[config.mk]
export PLATFORM = sky130hd
export DESIGN_NAME = pst_stage
export DESIGN_NICKNAME = d
export VERILOG_FILES = /design/src/hw/pst_pkg.sv /design/src/hw/pst_stage.sv
export SDC_FILE = /design/constraint.sdc
export NUM_CORES = 1
export LEC_CHECK = 0
export BUFFER_PORTS_ARGS = -buffer_cell sky130_fd_sc_hd__buf_2
export CAP_MARGIN = 20
export CORE_MARGIN = 4
export CORE_UTILIZATION = 55
export CTS_CLUSTER_SIZE = 40
export DETAILED_ROUTE_END_ITERATION = 7
export PLACE_DENSITY = 0.79
export SLEW_MARGIN = 20
export SYNTH_ARGS = -nofsm -noshare
export SYNTH_HDL_FRONTEND = slang
export SYNTH_SLANG_ARGS = --single-unit
[constraint.sdc]
create_clock -name clock -period 48.7 [get_ports clock]
set_input_delay 2.435 -clock clock [delete_from_list [all_inputs] [get_ports clock]]
set_output_delay 2.435 -clock clock [all_outputs]
set_load 0.03 [all_outputs]
[src/hw/pst_pkg.sv]
// Purpose: Shared constants and types for the protection stage pickup timer.
// Assumes: One 200 MHz clock; the program cycle is also the delay step.
// Notes:   The inverse curve weights are coarse stand-ins, not real curves.
//
// Overview of operation
// - Compare magnitude with pickup level on every evaluation cycle.
// - Once picked up, drop out only below 97 % of pickup level.
// - Sample the block input at the start of each cycle, hold it.
// - Pickup with block inactive raises start and begins trip timing.
// - Pickup with block active raises blocked, no start, no timing.
// - Block during start drops start and runs the release timing.
// - Each blocking gives a display event and a stamped event record.
// - In test mode a software switch drives the block input.
// - Release behaviour is configurable when pickup drops before trip.
// - Instant operation trips in the same cycle as start.
// - Definite time trips after the set delay of continuous pickup.
// - Inverse time delay follows pickup level versus magnitude.
// - In inverse mode the definite delay is a floor; zero removes it.
// - Delay type: 0 definite, 1 inverse; resets to definite.
// - Definite delay in 5 ms steps, default 40 ms.
// - Definite delay zero trips instantly; nonzero is delayed.
// - Curve series: 0 IEC, 1 IEEE; default IEC; inverse mode only.
// - IEC curve select 0..4 normal, extreme, very, long, param.
// - Time multiplier in 0.01 s steps, default 0.05 s, inverse only.
package pst_pkg;

  // Clock rate and program cycle; the cycle equals the 5 ms delay step.
  localparam int CLK_MHZ   = 200;
  localparam int TICK_US   = 5000;
  localparam int TICK_CYC  = TICK_US * CLK_MHZ;
  localparam int BLK_LEAD_US = 5000;

  // Field widths.
  localparam int MAG_W = 16;
  localparam int DLY_W = 19;
  localparam int MUL_W = 12;
  localparam int REL_W = 8;
  localparam int FLT_W = 3;
  localparam int ACC_W = 40;
  localparam int THR_W = 32;

  // Built-in reset ratio of 97 %.
  localparam int RST_NUM = 97;
  localparam int RST_DEN = 100;

  // Selector encodings.
  localparam logic DLY_DEFINITE = 1'h0;
  localparam logic DLY_INVERSE  = 1'h1;
  localparam logic SER_IEC      = 1'h0;
  localparam logic SER_IEEE     = 1'h1;
  localparam logic [2:0] IEC_NI    = 3'h0;
  localparam logic [2:0] IEC_EI    = 3'h1;
  localparam logic [2:0] IEC_VI    = 3'h2;
  localparam logic [2:0] IEC_LTI   = 3'h3;
  localparam logic [2:0] IEC_PARAM = 3'h4;

  // Reset values: 40 ms is 8 steps, 0.05 s is 5 multiplier steps.
  localparam logic [DLY_W-1:0] DEF_DLY_RST = 19'h00008;
  localparam logic [MUL_W-1:0] MUL_RST     = 12'h005;

  // Stage settings, loaded together.
  typedef struct packed {
    logic             delay_type;
    logic             curve_series;
    logic [2:0]       curve_sel;
    logic [DLY_W-1:0] def_delay;
    logic [MUL_W-1:0] time_mult;
    logic             rel_hold;
    logic [REL_W-1:0] rel_time;
  } pst_cfg_t;

  localparam pst_cfg_t CFG_RST = '{DLY_DEFINITE, SER_IEC, IEC_NI,
    DEF_DLY_RST, MUL_RST, 1'h0, 8'h00};

  // Record captured at a blocking occurrence.
  typedef struct packed {
    logic [MAG_W-1:0] mag;
    logic [FLT_W-1:0] fault;
  } pst_evt_t;

  // Coarse curve steepness weight per series and characteristic.
  function automatic logic [3:0] pst_coef(input logic ser,
                                          input logic [2:0] sel);
    case ({ser, sel})
      4'h0:    pst_coef = 4'h2;
      4'h1:    pst_coef = 4'h8;
      4'h2:    pst_coef = 4'h4;
      4'h3:    pst_coef = 4'hF;
      4'h8:    pst_coef = 4'h1;
      4'h9:    pst_coef = 4'h3;
      4'hA:    pst_coef = 4'h6;
      4'hB:    pst_coef = 4'hC;
      default: pst_coef = 4'h1;
    endcase
  endfunction

endpackage

[src/hw/pst_stage.sv]
// Purpose: One protection stage: pickup with hysteresis, blocking, start,
//          instant, definite and inverse trip timing, release hold.
// Assumes: Magnitude, level and settings come from logic on this clock;
//          block, test mode and test switch come from outside and are
//          synchronised here.
// Notes:   Everything is decided on the program cycle tick only.
module pst_stage
  import pst_pkg::*;
#(
  parameter int TICK_CYCLES = pst_pkg::TICK_CYC
) (
  // Clock and reset.
  input  wire logic                      clock,
  input  wire logic                      sys_rst,
  // Measurement path.
  input  wire logic [pst_pkg::MAG_W-1:0] meas_mag,
  input  wire logic [pst_pkg::MAG_W-1:0] pickup_level,
  input  wire logic [pst_pkg::FLT_W-1:0] fault_type,
  // Settings, taken on cfg_load.
  input  wire logic                      cfg_load,
  input  wire pst_pkg::pst_cfg_t         cfg_in,
  // Blocking matrix and commissioning test.
  input  wire logic                      block_in,
  input  wire logic                      test_mode,
  input  wire logic                      test_block_sw,
  // Stage outputs.
  output logic                           pickup_out,
  output logic                           start_out,
  output logic                           trip_out,
  output logic                           blocked_out,
  output logic                           blk_event,
  output logic                           disp_event,
  output pst_pkg::pst_evt_t              blk_record,
  output pst_pkg::pst_cfg_t              cfg_out,
  output logic                           tick_out
);
  import pst_pkg::*;

  localparam int CW = $clog2(TICK_CYCLES);

  typedef enum logic [1:0] {
    ST_IDLE, ST_START, ST_HOLD, ST_BLOCK
  } pst_st_t;

  logic [CW-1:0]     tick_cnt_r;
  logic              tick_r;
  logic [2:0]        syn1_r;
  logic [2:0]        syn2_r;
  logic              blk_r;
  logic              pick_r;
  logic              start_r;
  logic              trip_r;
  logic              blocked_r;
  logic              blk_evt_r;
  logic              disp_evt_r;
  pst_evt_t          rec_r;
  pst_cfg_t          cfg_r;
  pst_st_t           st_r;
  pst_st_t           st_nxt;
  logic [DLY_W-1:0]  el_r;
  logic [ACC_W-1:0]  acc_r;
  logic [REL_W-1:0]  rel_r;

  logic [MAG_W+6:0]  prod_w;
  logic [MAG_W-1:0]  drop_lvl;
  logic              blk_eff;
  logic              pick_nxt;
  logic              start_nxt;
  logic              blocked_nxt;
  logic [MAG_W-1:0]  diff;
  logic [THR_W-1:0]  thr;
  logic              floor_ok;
  logic              dt_hit;
  logic              inv_hit;
  logic              trip_nxt;

  // Program cycle divider; one pulse every TICK_CYCLES clocks.
  always_ff @(posedge clock) begin
    if (sys_rst) begin
      tick_cnt_r <= '0;
      tick_r     <= 1'b0;
    end else if (tick_cnt_r == CW'(TICK_CYCLES - 1)) begin
      tick_cnt_r <= '0;
      tick_r     <= 1'b1;
    end else begin
      tick_cnt_r <= tick_cnt_r + 1'b1;
      tick_r     <= 1'b0;
    end
  end

  // Two-stage synchronisers for the pins from outside this domain.
  always_ff @(posedge clock) begin
    if (sys_rst) begin
      syn1_r <= 3'h0;
      syn2_r <= 3'h0;
    end else begin
      syn1_r <= {test_block_sw, test_mode, block_in};
      syn2_r <= syn1_r;
    end
  end

  // Test mode hands the block input to the software switch.
  assign blk_eff = syn2_r[1] ? syn2_r[2] : syn2_r[0];

  // Settings register; the selectors come up in definite time mode.
  always_ff @(posedge clock) begin
    if (sys_rst) begin
      cfg_r <= CFG_RST;
    end else if (cfg_load) begin
      cfg_r <= cfg_in;
    end
  end

  // Drop-out level is 97 % of the pickup level, rounded down.
  assign prod_w   = {7'h00, pickup_level} * (MAG_W + 7)'(RST_NUM);
  assign drop_lvl = MAG_W'(prod_w / (MAG_W + 7)'(RST_DEN));

  // Pickup decision with hysteresis.
  always_comb begin
    if (pick_r) begin
      pick_nxt = (meas_mag >= drop_lvl);
    end else begin
      pick_nxt = (meas_mag >= pickup_level);
    end
  end

  // Start only while the cycle's sampled block is inactive.
  assign start_nxt   = pick_nxt & ~blk_r;
  assign blocked_nxt = pick_nxt & blk_r;

  // The block must settle by the previous tick to stop a trip due now.
  // Sampling happens on the tick, so the sampled value drives the
  // decisions of the following cycle.
  always_ff @(posedge clock) begin
    if (sys_rst) begin
      blk_r <= 1'b0;
    end else if (tick_r) begin
      blk_r <= blk_eff;
    end
  end

  // Excess over the level feeds the inverse time integrator.
  assign diff = (meas_mag > pickup_level) ?
                (meas_mag - pickup_level) : '0;

  // Integrator target grows with multiplier, level and curve weight,
  // so trip time is roughly mult * level * weight / (mag - level).
  // Each factor is widened first so the product is not cut to 16 bits.
  assign thr = THR_W'(cfg_r.time_mult) * THR_W'(pickup_level) *
               THR_W'(pst_coef(cfg_r.curve_series,
                               cfg_r.curve_sel));

  // A zero definite delay removes the floor and, in definite time mode, gives instant trip.
  assign floor_ok = (cfg_r.def_delay == '0) ||
                    (el_r >= cfg_r.def_delay);
  assign dt_hit   = floor_ok;
  assign inv_hit  = (acc_r >= ACC_W'(thr)) && floor_ok;

  // Series and curve only matter once inverse time is chosen.
  always_comb begin
    if (cfg_r.delay_type == DLY_INVERSE) begin
      trip_nxt = start_nxt & inv_hit;
    end else begin
      trip_nxt = start_nxt & dt_hit;
    end
  end

  // Stage state: idle, started, release hold, blocked.
  always_comb begin
    case (st_r)
      ST_IDLE, ST_HOLD, ST_START: begin
        if (start_nxt) begin
          st_nxt = ST_START;
        end else if (blocked_nxt && st_r != ST_START) begin
          st_nxt = ST_BLOCK;
        end else if (cfg_r.rel_hold && st_r != ST_IDLE &&
                     rel_r < cfg_r.rel_time) begin
          st_nxt = ST_HOLD;
        end else begin
          st_nxt = ST_IDLE;
        end
      end
      ST_BLOCK: begin
        if (start_nxt) begin
          st_nxt = ST_START;
        end else if (blocked_nxt) begin
          st_nxt = ST_BLOCK;
        end else begin
          st_nxt = ST_IDLE;
        end
      end
      default: st_nxt = ST_IDLE;
    endcase
  end

  // State and output flags advance on the tick only.
  always_ff @(posedge clock) begin
    if (sys_rst) begin
      st_r      <= ST_IDLE;
      pick_r    <= 1'b0;
      start_r   <= 1'b0;
      trip_r    <= 1'b0;
      blocked_r <= 1'b0;
    end else if (tick_r) begin
      st_r      <= st_nxt;
      pick_r    <= pick_nxt;
      start_r   <= start_nxt;
      trip_r    <= trip_nxt;
      blocked_r <= blocked_nxt;
    end
  end

  // Trip timers. A held release keeps the elapsed time so a returning
  // pickup resumes; otherwise dropping out clears them at once.
  always_ff @(posedge clock) begin
    if (sys_rst) begin
      el_r  <= '0;
      acc_r <= '0;
      rel_r <= '0;
    end else if (tick_r) begin
      if (start_nxt) begin
        if (el_r != '1) begin
          el_r <= el_r + 1'b1;
        end
        acc_r <= acc_r + ACC_W'(diff);
        rel_r <= '0;
      end else if (st_nxt == ST_HOLD) begin
        rel_r <= rel_r + 1'b1;
      end else begin
        el_r  <= '0;
        acc_r <= '0;
        rel_r <= '0;
      end
    end
  end

  // Blocking occurrences: one-clock event pulses and a stamped record.
  // The record holds the magnitude and fault type at the blocking tick.
  always_ff @(posedge clock) begin
    if (sys_rst) begin
      blk_evt_r  <= 1'b0;
      disp_evt_r <= 1'b0;
      rec_r      <= '0;
    end else if (tick_r && blocked_nxt && !blocked_r) begin
      blk_evt_r  <= 1'b1;
      disp_evt_r <= 1'b1;
      rec_r      <= '{meas_mag, fault_type};
    end else begin
      blk_evt_r  <= 1'b0;
      disp_evt_r <= 1'b0;
    end
  end

  // All outputs come straight from flip-flops.
  assign pickup_out  = pick_r;
  assign start_out   = start_r;
  assign trip_out    = trip_r;
  assign blocked_out = blocked_r;
  assign blk_event   = blk_evt_r;
  assign disp_event  = disp_evt_r;
  assign blk_record  = rec_r;
  assign cfg_out     = cfg_r;
  assign tick_out    = tick_r;

endmodule

==> out/qor.csv <==
metric;value;unit
fillers;3745;
slowest stage cell on the critical path;o22ai_1;
Final setup viols;0;
Crit path required time;49.04;ns
vias post-DR;20890;
Syn Area/Cell;8.355;sq um
Synth area leader;fa_1;
die width;216.8;microns
postcts setup bufs;0;
Final Max Slew Viols;0;
clk sink count;170;
core area;43080;sq um
H-tree depth;4;
NumNets Final;3526;
Area Growth Syn to Fin;7.227;%
Tightest Pin Transition;1.015;ns
hold crit path type;register to register;
Syn. warnings;0;
final worst-path setup slack;26.54;ns
status;complete, no violations;
met1 Use GR;33.21;%
initial antenna violation count;9;
antenna-violating nets left;0;
Crit. End Element;register;
Site Rows;76;
first-pass GRT wire length;105.8;mm
Die Height;216.8;microns
WL/cell;17.73;microns
TritonCTS clock tree;done;
post_cts resized;0;
Yosys reg bits;170;
pin count of the biggest net entering global routing;72;
met3 Use GR;4.342;%
CTS buffer count;17;
Initial Util;55.67;%
IO buf count;156;
CTS root buf;clkbuf_16;
synthesized net count;3444;
Crit Path Max Fanout;19;
setup_tns;0;ns
crit start category;primary input;
share of the synthesized area in the top cell type;16.86;%
count leader, synth;inv_1;
routed vias/inst;5.875;
I/O pins;157;
Max Freq;45.13;MHz
arrival time at the worst endpoint;22.49;ns
Final Hold Viols;0;
FFs w/ async S/R, synth;0;%
RSZ-0062 raised after global routing;no;
HPWL Detailed;49.90;mm
GR Util met2;47.54;%
GP Congestion;0.9066;
fin crit share;45.50;%
Hold Buf Count CTS;0;
layout cell share with drive strength beyond 1;10.29;%
crit-path leading delay family;compound AO/OA/AOI/OAI gates;
Register Area;3403;sq um
fin crit period;22.16;ns
Critical path buffers and inverters;6;
clock-pin slew on the worst setup and hold paths;0.07;ns
DRC;0;
Multi-input gate area;18770;sq um
Post-Place Setup Slack;26.29;ns
Synth area leaders;fa_1 17%, ha_1 15%, dfxtp_1 14%;
EDFF count, synth;0;
clock buffer depth;2;
CP max stage delay;0.77;ns
vias in the first global route;21640;
sequential cell area fraction in the yosys report;14.19;%
Top Usage Layer GRT;met2;
most frequent cells after synthesis;342 x inv_1, 318 x nand2_1, 286 x ha_1;
DRT Pass-1 Iters;5;
First DRT Iteration DRCs;1138;
cell area after synthesis;23980;sq um
Synth Instances;2870;
clock latency on the worst-skew pair;0.48;ns
Clock Skews;0.02163;ns
GR Util All Layers;27.05;%
max cap viols;0;
grt total ovfl;0;
Die ar.;47000;sq um
WL final;63.02;mm
main flop type after synthesis;dfxtp_1;
Slew headroom;32.32;%
Crit Path Class;primary input to register;
synth unique cells;125;
-- worst reg2reg max path, delay by kind of cell, from the launching register on --
kind	cells	cell delay (ns)
flops	1	0.85
fa+ha+maj	10	4.17
simple gates	7	0.94
buf+inv	5	0.28
xor+xnor	2	0.50
compound gates	23	3.77
-- cell type report --
| type | count | area share, % |
|---|---|---|
| Multi-Input combinational cell | 2246 | 73.02 |
| Sequential cell | 170 | 13.24 |
| Inverter | 344 | 5.041 |
| Timing Repair Buffer | 173 | 3.543 |
| Tap cell | 585 | 2.847 |
| Clock buffer | 17 | 1.654 |
| Clock inverter | 15 | 0.6131 |
| Antenna cell | 5 | 0.04866 |
-- metrics by stage --
stage / cell area, sq um / hold WS (ns) / util, % / std cells
after floorplan: 23980 / 0.4138 / - / 2870
after global placement: 25120 / 0.4290 / 58.31 / 3518
after detailed placement: 25120 / 0.4204 / 58.31 / 3518
after CTS: 25700 / 0.4486 / 59.66 / 3550
after global routing: 25700 / 0.4678 / 59.66 / 3550
final: 25710 / 0.4410 / 59.69 / 3555
-- state kept, by name, summed over array words and instances, names as in the netlist, 2 cells and up, named ones only --
signal	cells
cfg_out	45
acc_r	40
tick_cnt_r	20
blk_record	19
el_r	19
rel_r	8
syn1_r	3
syn2_r	3
st_r	2
-- final timing paths --
kind         slack [ns]         to            start  cells after the start
min reg2reg        0.44  syn2_r[1]        syn1_r[1]                      1
max               26.54  acc_r[39]  pickup_level[3]                     81
max reg2reg       38.06   trip_out      cfg_out[12]                     47
min                0.44  syn2_r[1]        syn1_r[1]                      1
-- cells by family (layout without fill, tap and decap cells) --
family                     after synthesis  count (layout)  synth area share [%]
and+or+nand+nor                        941             941                 19.20
DFF                                    170             170                 14.19
adders and majority gates              493             493                 32.01
other                                    0               5                     0
buffers and inverters                  454             549                 7.550
AOI/OAI and AO/OA                      557             557                 17.04
xor gates and xnor gates               177             177                 6.668
muxes                                   78              78                 3.345
-- layer usage --
metal	routed length [microns]	part of all wire (%)
met1	26000	41
met2	31070	49
met3	3579	5.7
met4	2300	3.6
met5	65	0.10
-- cells in the final DEF (no fill, tap or decap), types with 66 or more instances in the layout --
| cell | n |
|---|---|
| o21ai_0 | 85 |
| buf_2 | 155 |
| and2_1 | 97 |
| nor2_1 | 220 |
| mux2i_1 | 74 |
| ha_1 | 286 |
| a21oi_1 | 137 |
| dfxtp_1 | 170 |
| fa_1 | 202 |
| nand2_1 | 318 |
| xnor2_1 | 106 |
| xor2_1 | 66 |
| inv_1 | 342 |
Power is not shown: default switching activity piles up to over one toggle a cycle in this logic, so the estimate is an artifact.
